--- config.mk ---
export PLATFORM = sky130hd
export DESIGN_NAME = psbi_bus_if
export DESIGN_NICKNAME = d
export VERILOG_FILES = /design/src/logic/psbi_pkg.sv /design/src/logic/psbi_bus_if.sv /design/src/logic/psbi_fifo.sv
export VERILOG_INCLUDE_DIRS = /design/src /design/src/logic
export SDC_FILE = /design/constraint.sdc
export NUM_CORES = 1
export LEC_CHECK = 0
export BUFFER_PORTS_ARGS = -buffer_cell sky130_fd_sc_hd__buf_2
export CORE_MARGIN = 1
export CORE_UTILIZATION = 39
export DETAILED_ROUTE_END_ITERATION = 8
export SYNTH_ARGS = -nofsm -noshare
export SYNTH_HDL_FRONTEND = slang
export SYNTH_SLANG_ARGS = --single-unit
--- constraint.sdc ---
create_clock -name sys_clk -period 5.44 [get_ports sys_clk]
set_input_delay 0.544 -clock sys_clk [delete_from_list [all_inputs] [get_ports sys_clk]]
set_output_delay 0.544 -clock sys_clk [all_outputs]
set_load 0.1 [all_outputs]
--- src/logic/psbi_defs.svh ---
// Constants of the processor system bus interface
`ifndef PSBI_DEFS_SVH
`define PSBI_DEFS_SVH
// Command bus codes, address cycles
`define PSBI_CMD_READ 9'h000
`define PSBI_CMD_WRITE 9'h040
`define PSBI_CMD_NULL 9'h060
`define PSBI_CMD_BLOCK 9'h008
`define PSBI_CMD_TYPE_MASK 9'h1e0
`define PSBI_CMD_SIZE_MASK 9'h007
// Command bus codes, data cycles
`define PSBI_CMD_DATA 9'h100
`define PSBI_DATA_LAST_CMD 9'h100
`define PSBI_DATA_NOT_LAST_CMD 9'h180
`define PSBI_CMD_ERROR 9'h020
// Non-block write modes
`define PSBI_WMODE_LEGACY 2'h0
`define PSBI_WMODE_PIPE 2'h2
`define PSBI_WMODE_REISSUE 2'h3
// Write data pattern with two idle cycles after each pair
`define PSBI_RATE_DDXX 4'h2
`define PSBI_GAP_CYCLES 2'h2
// Doublewords of a block and entries of the write buffer
`define PSBI_BLOCK_WORDS 4
`define PSBI_WBUF_DEPTH 4
`endif

--- src/logic/psbi_pkg.sv ---
// Types shared by the processor system bus interface
package psbi_pkg;
	// One write buffer entry: address, data and transfer shape
	typedef struct packed {
		logic [63:0] addr;
		logic [63:0] data;
		logic block;
		logic last;
		logic [2:0] size;
	} psbi_entry_t;
	// Bus controller states
	typedef enum logic [5:0] {
		ST_IDLE = 6'h01,
		ST_RADDR = 6'h02,
		ST_RWAIT = 6'h04,
		ST_WADDR = 6'h08,
		ST_WDATA = 6'h10,
		ST_SLAVE = 6'h20
	} psbi_state_t;
endpackage

--- src/logic/psbi_bus_if.sv ---
// Processor side of the multiplexed system bus with its write buffer
`timescale 1ns/1ns
`default_nettype none
`include "psbi_defs.svh"
module psbi_bus_if
	import psbi_pkg::*;
(
	input wire logic sys_clk,
	input wire logic sys_rst,
	input wire logic wr_valid,
	output logic wr_ready,
	input wire psbi_entry_t wr_entry,
	input wire logic rd_req,
	input wire logic [63:0] rd_addr,
	input wire logic rd_block,
	input wire logic [2:0] rd_size,
	output logic rd_ack,
	output logic [63:0] rd_data,
	output logic rd_data_valid,
	output logic rd_last,
	output logic rd_error,
	output logic ext_wr_valid,
	output logic [63:0] ext_wr_addr,
	output logic [63:0] ext_wr_data,
	input wire logic [1:0] write_mode,
	input wire logic [3:0] data_rate,
	input wire logic [63:0] ad_i,
	output logic [63:0] ad_o,
	output logic ad_oe,
	input wire logic [7:0] check_i,
	output logic [7:0] check_o,
	output logic check_oe,
	input wire logic [8:0] cmd_i,
	output logic [8:0] cmd_o,
	output logic cmd_oe,
	output logic proc_valid_n,
	input wire logic agent_valid_n,
	input wire logic read_accept_n,
	input wire logic write_accept_n,
	input wire logic agent_bus_request_n,
	output logic release_n
);
	localparam int SW = 91;
	// Even parity per byte lane
	function automatic logic [7:0] parity(input logic [63:0] d);
		logic [7:0] p;
		p = '0;
		for (int i = 0; i < 8; i++)
			p[i] = ^d[8*i +: 8];
		return p;
	endfunction
	psbi_state_t state;
	psbi_state_t next_state;
	logic [SW-1:0] sync1;
	logic [SW-1:0] sync2;
	logic [63:0] s_ad;
	logic [7:0] s_check;
	logic [8:0] s_cmd;
	logic s_avalid_n;
	logic s_racc_n;
	logic s_wacc_n;
	logic s_req_n;
	logic [1:0] s_mode;
	logic [3:0] s_rate;
	logic acc_p1;
	logic acc_p2;
	logic acc_ok;
	psbi_entry_t head;
	logic head_valid;
	logic pop;
	logic [63:0] next_ad;
	logic [8:0] next_cmd;
	logic next_oe;
	logic next_valid_n;
	logic next_release_n;
	logic [1:0] gap;
	logic [1:0] next_gap;
	logic pair;
	logic sent_last;
	logic ext_have_addr;
	logic agent_word;
	logic agent_last;
	// Two-flop synchroniser for every pin input
	always_ff @(posedge sys_clk)
	begin
		if (sys_rst)
		begin
			sync1 <= '1;
			sync2 <= '1;
		end
		else
		begin
			sync1 <= {ad_i, check_i, cmd_i, agent_valid_n, read_accept_n, write_accept_n,
				agent_bus_request_n, write_mode, data_rate};
			sync2 <= sync1;
		end
	end
	assign {s_ad, s_check, s_cmd, s_avalid_n, s_racc_n, s_wacc_n, s_req_n, s_mode, s_rate} = sync2;
	assign agent_word = !s_avalid_n;
	// Final data word, whether or not it also carries the error flag
	assign agent_last = agent_word && ((s_cmd & ~`PSBI_CMD_ERROR) == `PSBI_DATA_LAST_CMD);
	// Outbound write buffer; the core only stalls when it is full
	psbi_fifo #(.W($bits(psbi_entry_t)), .DEPTH(`PSBI_WBUF_DEPTH)) u_wbuf (
		.sys_clk(sys_clk),
		.sys_rst(sys_rst),
		.in_valid(wr_valid),
		.in_ready(wr_ready),
		.in_data(wr_entry),
		.out_valid(head_valid),
		.out_ready(pop),
		.out_data(head)
	);
	// Write accept history for the enhanced write modes
	always_ff @(posedge sys_clk)
	begin
		if (sys_rst)
		begin
			acc_p1 <= 1'b0;
			acc_p2 <= 1'b0;
		end
		else
		begin
			acc_p1 <= !s_wacc_n;
			acc_p2 <= acc_p1;
		end
	end
	// Issue condition of a write address cycle
	always_comb
	begin
		acc_ok = !s_wacc_n;
		if (!head.block && s_mode == `PSBI_WMODE_REISSUE)
			acc_ok = !s_wacc_n && acc_p2;
		else if (!head.block && s_mode == `PSBI_WMODE_PIPE)
			acc_ok = !s_wacc_n || acc_p1;
	end
	// Next state and next bus drive
	always_comb
	begin
		next_state = state;
		next_ad = ad_o;
		next_cmd = cmd_o;
		next_oe = ad_oe;
		next_valid_n = 1'b1;
		next_release_n = 1'b1;
		next_gap = gap;
		pop = 1'b0;
		rd_ack = 1'b0;
		unique case (state)
			ST_IDLE:
			begin
				next_oe = 1'b0;
				if (!s_req_n)
				begin
					next_release_n = 1'b0;
					next_state = ST_SLAVE;
				end
				else if (head_valid)
				begin
					// Writes drain before any read is issued
					next_ad = head.addr;
					next_cmd = `PSBI_CMD_WRITE | (head.block ? `PSBI_CMD_BLOCK : 9'h000) |
						{6'h00, head.size};
					next_oe = 1'b1;
					next_valid_n = 1'b0;
					next_state = ST_WADDR;
				end
				else if (rd_req)
				begin
					rd_ack = 1'b1;
					next_ad = rd_addr;
					next_cmd = `PSBI_CMD_READ | (rd_block ? `PSBI_CMD_BLOCK : 9'h000) |
						{6'h00, rd_size};
					next_oe = 1'b1;
					next_valid_n = 1'b0;
					next_state = ST_RADDR;
				end
			end
			ST_RADDR:
			begin
				if (!s_racc_n)
				begin
					next_oe = 1'b0;
					next_release_n = 1'b0;
					next_state = ST_RWAIT;
				end
				else
					next_valid_n = 1'b0;
			end
			ST_RWAIT:
			begin
				next_oe = 1'b0;
				if (agent_last)
					next_state = ST_IDLE;
			end
			ST_WADDR:
			begin
				if (acc_ok)
				begin
					pop = 1'b1;
					next_ad = head.data;
					next_cmd = head.last ? `PSBI_DATA_LAST_CMD : `PSBI_DATA_NOT_LAST_CMD;
					next_state = ST_WDATA;
				end
				next_valid_n = 1'b0; // address redriven while not issued
			end
			ST_WDATA:
			begin
				if (sent_last)
				begin
					next_oe = 1'b0;
					next_state = ST_IDLE;
				end
				else if (gap != 2'h0)
					next_gap = gap - 2'h1;
				else if (pair && s_rate == `PSBI_RATE_DDXX && !proc_valid_n)
					next_gap = `PSBI_GAP_CYCLES - 2'h1;
				else if (head_valid)
				begin
					pop = 1'b1;
					next_ad = head.data;
					next_cmd = head.last ? `PSBI_DATA_LAST_CMD : `PSBI_DATA_NOT_LAST_CMD;
					next_valid_n = 1'b0;
				end
			end
			ST_SLAVE:
			begin
				next_oe = 1'b0;
				if (agent_word && s_cmd == `PSBI_CMD_NULL)
					next_state = ST_IDLE;
			end
		endcase
	end
	// Controller state
	always_ff @(posedge sys_clk)
	begin
		if (sys_rst)
			state <= ST_IDLE;
		else
			state <= next_state;
	end
	// Registered bus drive with parity
	always_ff @(posedge sys_clk)
	begin
		if (sys_rst)
		begin
			ad_o <= '0;
			cmd_o <= '0;
			check_o <= '0;
			ad_oe <= 1'b0;
			check_oe <= 1'b0;
			cmd_oe <= 1'b0;
			proc_valid_n <= 1'b1;
			release_n <= 1'b1;
		end
		else
		begin
			ad_o <= next_ad;
			cmd_o <= next_cmd;
			check_o <= parity(next_ad);
			ad_oe <= next_oe;
			check_oe <= next_oe;
			cmd_oe <= next_oe;
			proc_valid_n <= next_valid_n;
			release_n <= next_release_n;
		end
	end
	// Data pattern pacing and end-of-write tracking
	always_ff @(posedge sys_clk)
	begin
		if (sys_rst)
		begin
			gap <= 2'h0;
			pair <= 1'b0;
			sent_last <= 1'b0;
		end
		else
		begin
			gap <= next_gap;
			if (state != ST_WADDR && state != ST_WDATA)
				pair <= 1'b0;
			else if (pop)
				pair <= (state == ST_WDATA) ? !pair : 1'b0;
			sent_last <= pop && head.last;
		end
	end
	// Inbound read data, paced solely by agent valid
	always_ff @(posedge sys_clk)
	begin
		if (sys_rst)
		begin
			rd_data <= '0;
			rd_data_valid <= 1'b0;
			rd_last <= 1'b0;
			rd_error <= 1'b0;
		end
		else
		begin
			rd_data_valid <= (state == ST_RWAIT) && agent_word && s_cmd[8];
			rd_last <= (state == ST_RWAIT) && agent_last;
			if ((state == ST_RWAIT) && agent_word)
			begin
				rd_data <= s_ad;
				rd_error <= ((s_cmd & `PSBI_CMD_ERROR) != 9'h000) || (s_check != parity(s_ad));
			end
		end
	end
	// External write requests update the writable resource
	always_ff @(posedge sys_clk)
	begin
		if (sys_rst)
		begin
			ext_have_addr <= 1'b0;
			ext_wr_valid <= 1'b0;
			ext_wr_addr <= '0;
			ext_wr_data <= '0;
		end
		else
		begin
			ext_wr_valid <= 1'b0;
			if (state != ST_SLAVE)
				ext_have_addr <= 1'b0;
			else if (agent_word && (s_cmd & `PSBI_CMD_TYPE_MASK) == `PSBI_CMD_WRITE)
			begin
				ext_have_addr <= 1'b1;
				ext_wr_addr <= s_ad;
			end
			else if (agent_word && s_cmd[8] && ext_have_addr)
			begin
				ext_have_addr <= 1'b0;
				ext_wr_valid <= 1'b1;
				ext_wr_data <= s_ad;
			end
		end
	end
endmodule
`default_nettype wire

--- src/logic/psbi_fifo.sv ---
// Parameterised FIFO used as the outbound write buffer
`timescale 1ns/1ns
`default_nettype none
module psbi_fifo #(
	parameter int W = 8,
	parameter int DEPTH = 4
) (
	input wire logic sys_clk,
	input wire logic sys_rst,
	input wire logic in_valid,
	output logic in_ready,
	input wire logic [W-1:0] in_data,
	output logic out_valid,
	input wire logic out_ready,
	output logic [W-1:0] out_data
);
	localparam int AW = (DEPTH > 1) ? $clog2(DEPTH) : 1;
	// Refuse depths the pointer logic cannot serve
	if (DEPTH < 2 || W < 1)
	begin : g_bad
		$error("psbi_fifo: DEPTH must be at least 2");
	end
	logic [W-1:0] mem [DEPTH];
	logic [AW-1:0] wp;
	logic [AW-1:0] rp;
	logic [AW:0] cnt;
	logic push;
	logic pop;
	// Handshakes and head of queue
	assign in_ready = (cnt != DEPTH[AW:0]);
	assign out_valid = (cnt != '0);
	assign out_data = mem[rp];
	assign push = in_valid && in_ready;
	assign pop = out_valid && out_ready;
	// Storage
	always_ff @(posedge sys_clk)
	begin
		if (push)
			mem[wp] <= in_data;
	end
	// Pointers and fill count
	always_ff @(posedge sys_clk)
	begin
		if (sys_rst)
		begin
			wp <= '0;
			rp <= '0;
			cnt <= '0;
		end
		else
		begin
			if (push)
				wp <= (wp == AW'(DEPTH - 1)) ? '0 : wp + 1'b1;
			if (pop)
				rp <= (rp == AW'(DEPTH - 1)) ? '0 : rp + 1'b1;
			if (push && !pop)
				cnt <= cnt + 1'b1;
			else if (pop && !push)
				cnt <= cnt - 1'b1;
		end
	end
endmodule
`default_nettype wire

==> qor.csv, run 1 <==
stage;metric;value;unit
status;status;finished, final reports clean;
yosys;synth_warnings;0;
run;maxCapViolations;0;
yosys;synth_area_leaders;edfxtp_1, dfxtp_1, mux4_2;
route;wl;106000;µm
pwr;netSwitchingFraction;0.316;
timing;layout_setup_ws;1.28;ns
timing;period_needed;4.16;ns
yosys;ys_ff_latch;1014;
clock_tree;clockRootBuffer;clkbuf_16;
pwr;p_total;20600;µW
clock_tree;h-tree-depth;3;
timing;fmax;0.240;GHz
clock_tree;cts.sinks;1014;
floorplan;die-area;97500;µm²
grt;grt_pass1_wl;154000;µm
timing;slew_violations;0;
pwr;power_switching;6510;µW
grt;overflow;0;
yosys;ys.flop_type;edfxtp_1;
timing;hold_viol_final;0;
place;place_ws;1.25;ns
clock_tree;cts-buffers-inserted;106;
setup_path;start_kind;flip-flop;
floorplan;initial_core_util;0.395;
place;hpwlAfterDp;70500;µm
route;ant_nets;0;
floorplan;ios;580;
timing;grt_setup_unrepaired;no;
final_layout;drive_gt1_frac;0.324;
timing;worst_pin_slew;1.16;ns
grt;antenna_found_initial;40;
pwr;internal_power;14100;µW
setup_path;cp.arrival;4.77;ns
yosys;synth_edf_count;532;
timing;finalSetupViolCount;0;
yosys;syn_inst;2816;
final_layout;final_common_cell;buf_2;
route;viasPerCell;5.11;
timing;worst_clock_skew;0.0443;ns
floorplan;rows;113;
setup_path;path_class;flip-flop to flip-flop;
yosys;synth_top_area_frac;0.425;
route;via_count;24200;
timing;finalCritPeriodShare;0.765;
clock_tree;worstSkewPairLatency;0.69;ns
clock_tree;cts_tree;yes;
setup_path;required;6.05;ns
clock_tree;cts_setup_buffers;0;
clock_tree;cts.clk_slew.worst_paths;0.06;ns
timing;tns;0;ns
clock_tree;clock_path_buffers;3;
grt;grt_start_max_net_pins;136;
yosys;yosys.area.top_type;edfxtp_1;
final_layout;multi_input_area;11200;µm²
final_layout;area_delta_synth_final;20.8;%
yosys;synth_cell_types;60;
route;drtPass1Iterations;5;
place;gp_congestion;0.809;
pwr;leakage;0.0166;µW
pwr;pwr-share-seq;0.432;
setup_path;path_max_fanout;65;
pwr;power.share.clock;0.346;
yosys;syn_area_per_cell;13.3;µm²
yosys;synthesis.area;37500;µm²
final_layout;seq_area;25600;µm²
yosys;yosysSeqAreaShare;0.682;
floorplan;die_h;312;µm
setup_path;end_kind;flip-flop;
timing;max_slew_margin;0.224;
route;drtIter0Drc;1657;
min_path;min-delay-path-class;input port to flip-flop;
route;drcViolationCount;0;
grt;grt_pass1_vias;23100;
final_layout;fill_cells;8465;
final_layout;layout.cells.most_common_list;buf_2, edfxtp_1, dfxtp_1;
floorplan;die_w;312;µm
pwr;combPwrFrac;0.221;
final_layout;nets;3670;
place;port_buffers;577;
grt;grt.total_usage;0.212;
floorplan;core;95200;µm²
pwr;ir_drop;0.423;mV
route;routedWlPerCell;22.4;µm
yosys;synth_async_sr_flop_share;0;
pwr;power_density;455;nW/µm²
-- synthesized netlist by cell type (all sizes together), types with 6 or more instances --
cell type  count
clkbuf       128
xor2          19
nand2        425
nand3         13
buf           51
nor3          26
a21oi        286
dfxtp        482
mux4         131
xnor2         89
or3            6
nor3b          6
a211oi        42
o21ai         16
ha             6
mux2i         19
o2bb2a        23
nor2b         12
and3           6
inv           32
nor2         153
edfxtp       532
or2          185
a221oi        19
nor4          40
xnor3          7
-- cell type report --
type / instances / share of cell area
Timing Repair Buffer: 621 / 0.0737
Clock inverter: 53 / 0.0106
Clock buffer: 143 / 0.0662
Tap cell: 1265 / 0.0349
Inverter: 32 / 0.00265
Antenna cell: 14 / 0.000772
Multi-Input combinational cell: 1592 / 0.246
Sequential cell: 1014 / 0.565
-- power groups by stage --
stage	clock, µW	combinational (µW)	sequential (µW)
after global placement	0	4540	9070
after floorplan	0	2250	10100
after global routing	7580	4830	8950
after detailed placement	0	4560	9070
final	7140	4560	8920
after CTS	7300	4590	8910
-- stage by stage --
step	hold WS, ns	instance area, µm²	util	instances
3_3_place_gp	0.391	41700	0.439	4513
4_1_cts	0.0000904	45300	0.476	4720
3_5_place_dp	0.392	41700	0.439	4513
6_report	0.0525	45400	0.477	4734
5_1_grt	0.00827	45300	0.476	4726
2_1_floorplan	0.389	37600	-	2817
-- critical path, cell delays in order (launching register included) --
cell and delay [ns]:
dfxtp_4 0.73, mux4_2 0.65, nor3_1 0.34, or3_1 0.25
nand2_4 0.46, nand2_1 0.35, ha_1 0.22, inv_1 0.06
fa_1 0.37, xor2_1 0.17, or3_1 0.31, a21oi_1 0.14
-- what timing repair did --
item | 4_1_cts | 5_1_grt
hold buffers | 11 | 0
hold endpoints to repair | 11 | 0
resized for setup | 0 | 0
-- cells by family (layout without fill, tap and decap cells) --
logic type | count (synthesis) | after routing | share of synthesized area
compound gates | 420 | 420 | 0.0681
xor+xnor | 115 | 115 | 0.0294
fa+ha+maj | 7 | 7 | 0.00253
buf+inv | 211 | 849 | 0.0228
flops | 1014 | 1014 | 0.682
mux | 152 | 152 | 0.0842
other cells | 1 | 16 | 0.0000999
simple gates | 896 | 896 | 0.110
-- flip-flops by register name (all words and copies together) (netlist names), 2 cells and up, named ones only --
name         count
u_wbuf.wp        2
gap              2
check_o          8
u_wbuf.mem     532
u_wbuf.cnt       3
sync1           91
ext_wr_data     64
sync2           91
rd_data         64
ext_wr_addr     64
cmd_o            7
state            6
ad_o            64
u_wbuf.rp        2
-- metal layers --
| metal | global-route usage | part of all wire | vias to the layer above |
|---|---|---|---|
| met2 | 0.333 | 0.46 | 897 |
| met3 | 0.0658 | 0.088 | 209 |
| li1 | - | - | 11200 |
| met5 | 0 | 0.0016 | - |
| met4 | 0.0838 | 0.040 | 28 |
| met1 | 0.275 | 0.41 | 11800 |
-- final timing paths --
check,startpoint,to,slack [ns],depth (start not counted)
setup reg to reg,flip-flop,u_wbuf.cnt[2],1.28,11
hold / removal,check_i[7],sync1[26],0.05,2
setup / recovery,flip-flop,u_wbuf.cnt[2],1.28,11
hold reg to reg,sync1[17],sync2[17],0.39,1
Power figures use the tool's default switching activity.
==> run 2: changes to the inputs <==
==> constraint.sdc (replaced) <==
create_clock -name sys_clk -period 4.3 [get_ports sys_clk]
set_input_delay 0.43 -clock sys_clk [delete_from_list [all_inputs] [get_ports sys_clk]]
set_output_delay 0.43 -clock sys_clk [all_outputs]
set_load 0.1 [all_outputs]
==> run 2 against run 1 <==
- critical path depth fell by 7
- setup slack worse by 0.75 ns
- clock skew fell by 0.011 ns
- power up 31%
- sequential share of layout area shrank 3.2 points
- non-clock buffer count increased by 235
- hold slack gained 0.092 ns
- core utilization is 2.8 points higher
- clock power up 37%
- via count increased by 4.3%
- largest cell class unchanged
- highest routed layer unchanged
==> qor.csv, run 2 (same netlist as run 1, synthesis figures left out) <==
stage;metric;value;unit
route;wl;110000;µm
grt;antenna_found_initial;15;
clock_tree;cts.clk_slew.worst_paths;0.06;ns
route;viasPerCell;5.09;
floorplan;core;95200;µm²
floorplan;die-area;97500;µm²
timing;tns;0;ns
floorplan;ios;580;
pwr;power_density;563;nW/µm²
setup_path;slowest_delay;0.87;ns
pwr;netSwitchingFraction;0.306;
setup_path;required;3.87;ns
timing;grt_setup_unrepaired;no;
grt;grt.total_usage;0.221;
setup_path;path_max_fanout;40;
final_layout;nets;3907;
clock_tree;cts_tree;yes;
route;via_count;25200;
route;drcViolationCount;0;
grt;overflow;0;
route;ant_nets;0;
timing;period_needed;3.77;ns
timing;max_slew_margin;0.231;
setup_path;worstPathCellList;or4_1 -> or3b_2 -> nor2_1 -> buf_2;
setup_path;cp.arrival;3.34;ns
setup_path;path_delay_family;simple AND/OR/NAND/NOR gates;
pwr;leakage;0.0178;µW
setup_path;start_kind;flip-flop;
status;status;finished, final reports clean;
timing;hold_viol_final;0;
grt;grt_pass1_wl;162000;µm
run;maxCapViolations;0;
final_layout;utilization;0.505;
final_layout;final_common_cell;buf_2;
final_layout;largest_reg_flops;532;
setup_path;path_class;flip-flop to output port;
floorplan;initial_core_util;0.395;
timing;worst_clock_skew;0.0329;ns
grt;grt_pass1_vias;24900;
floorplan;die_w;312;µm
final_layout;top_register;u_wbuf.mem;
min_path;min-delay-path-class;input port to flip-flop;
final_layout;drive_gt1_frac;0.311;
setup_path;slowest_stage;or3b_2;
pwr;power_switching;8260;µW
place;hpwlAfterDp;74000;µm
clock_tree;cts.sinks;1014;
final_layout;area_delta_synth_final;28.0;%
pwr;pwr-share-seq;0.417;
setup_path;end_kind;output port;
timing;finalSetupViolCount;0;
pwr;power.share.clock;0.362;
setup_path;crit_buf_inv;1;
timing;fmax;0.265;GHz
place;gp_congestion;0.913;
route;routedWlPerCell;22.2;µm
grt;grt_start_max_net_pins;145;
clock_tree;clockRootBuffer;clkbuf_16;
floorplan;rows;113;
timing;slew_violations;0;
final_layout;top_regs;u_wbuf.mem x532, sync1 x91, sync2 x91;
clock_tree;cts-buffers-inserted;108;
floorplan;die_h;312;µm
clock_tree;cts_resized;0;
route;drtIter0Drc;1789;
pwr;ir_drop;0.443;mV
clock_tree;clock_path_buffers;3;
clock_tree;h-tree-depth;3;
pwr;p_total;27000;µW
pwr;combPwrFrac;0.221;
timing;worst_pin_slew;1.15;ns
final_layout;layout.cells.most_common_list;buf_2, edfxtp_1, dfxtp_1;
pwr;internal_power;18800;µW
clock_tree;worstSkewPairLatency;0.69;ns
timing;finalCritPeriodShare;0.877;
place;port_buffers;577;
route;drtPass1Iterations;5;
-- run 2: per-stage QoR --
| step | hold WS [ns] | worst slack [ns] | instances | cell area, µm² |
|---|---|---|---|---|
| floorplan | 0.389 | 0.829 | 2817 | 37600 |
| global placement | 0.392 | 0.665 | 4535 | 42000 |
| detailed placement | 0.392 | 0.614 | 4535 | 42000 |
| CTS | 0.0769 | 0.473 | 4955 | 48000 |
| global route | 0.154 | 0.378 | 4958 | 48000 |
| finish | 0.144 | 0.529 | 4963 | 48000 |
-- run 2: final timing paths --
kind                  from  slack (ns)  depth (start not counted)            to
setup reg to reg  state[0]        0.61                         10    check_o[6]
hold / removal    wr_valid        0.14                          4  u_wbuf.wp[1]
setup / recovery  state[2]        0.53                          4        rd_ack
hold reg to reg   sync1[9]        0.40                          1      sync2[9]
-- run 2: worst reg2reg max path, stage by stage, from the launching register on --
cell and delay [ns]:
dfxtp_1 0.36, nor4_1 0.57, nand2_1 0.32, o41ai_4 0.44
buf_12 0.28, or3_1 0.46, nor2_1 0.10, o2bb2a_1 0.33
xnor2_1 0.24, xnor3_1 0.34, nor2b_1 0.13
-- run 2: routing by layer --
metal / routed length (µm) / global-route usage / vias to the layer above
li1: - / - / 11700
met1: 45700 / 0.291 / 12400
met2: 52000 / 0.357 / 962
met3: 8500 / 0.0527 / 192
met4: 3700 / 0.0782 / 12
met5: 83 / 0 / -
-- run 2: power groups by stage --
stage	logic (µW)	clock network, µW	registers [µW]
after floorplan	2840	0	12800
after global placement	5780	0	11500
after detailed placement	5800	0	11500
after CTS	6000	9990	11300
after global routing	6340	10300	11300
final	5990	9790	11300
-- run 2: area by class of cell --
cell class                      instances  area [µm²]
Tap cell                             1265        1580
Clock buffer                          147        3110
Timing Repair Buffer                  856        5750
Antenna cell                            8        20.0
Fill cell                            8279       47100
Clock inverter                         49         674
Inverter                               32         120
Sequential cell                      1014       25600
Multi-Input combinational cell       1592       11200
-- run 2: repair_timing --
| action | CTS | global route |
|---|---|---|
| hold buffers | 224 | 0 |
| endpoints found under the hold margin | 623 | 0 |
| setup buffers | 0 | 0 |
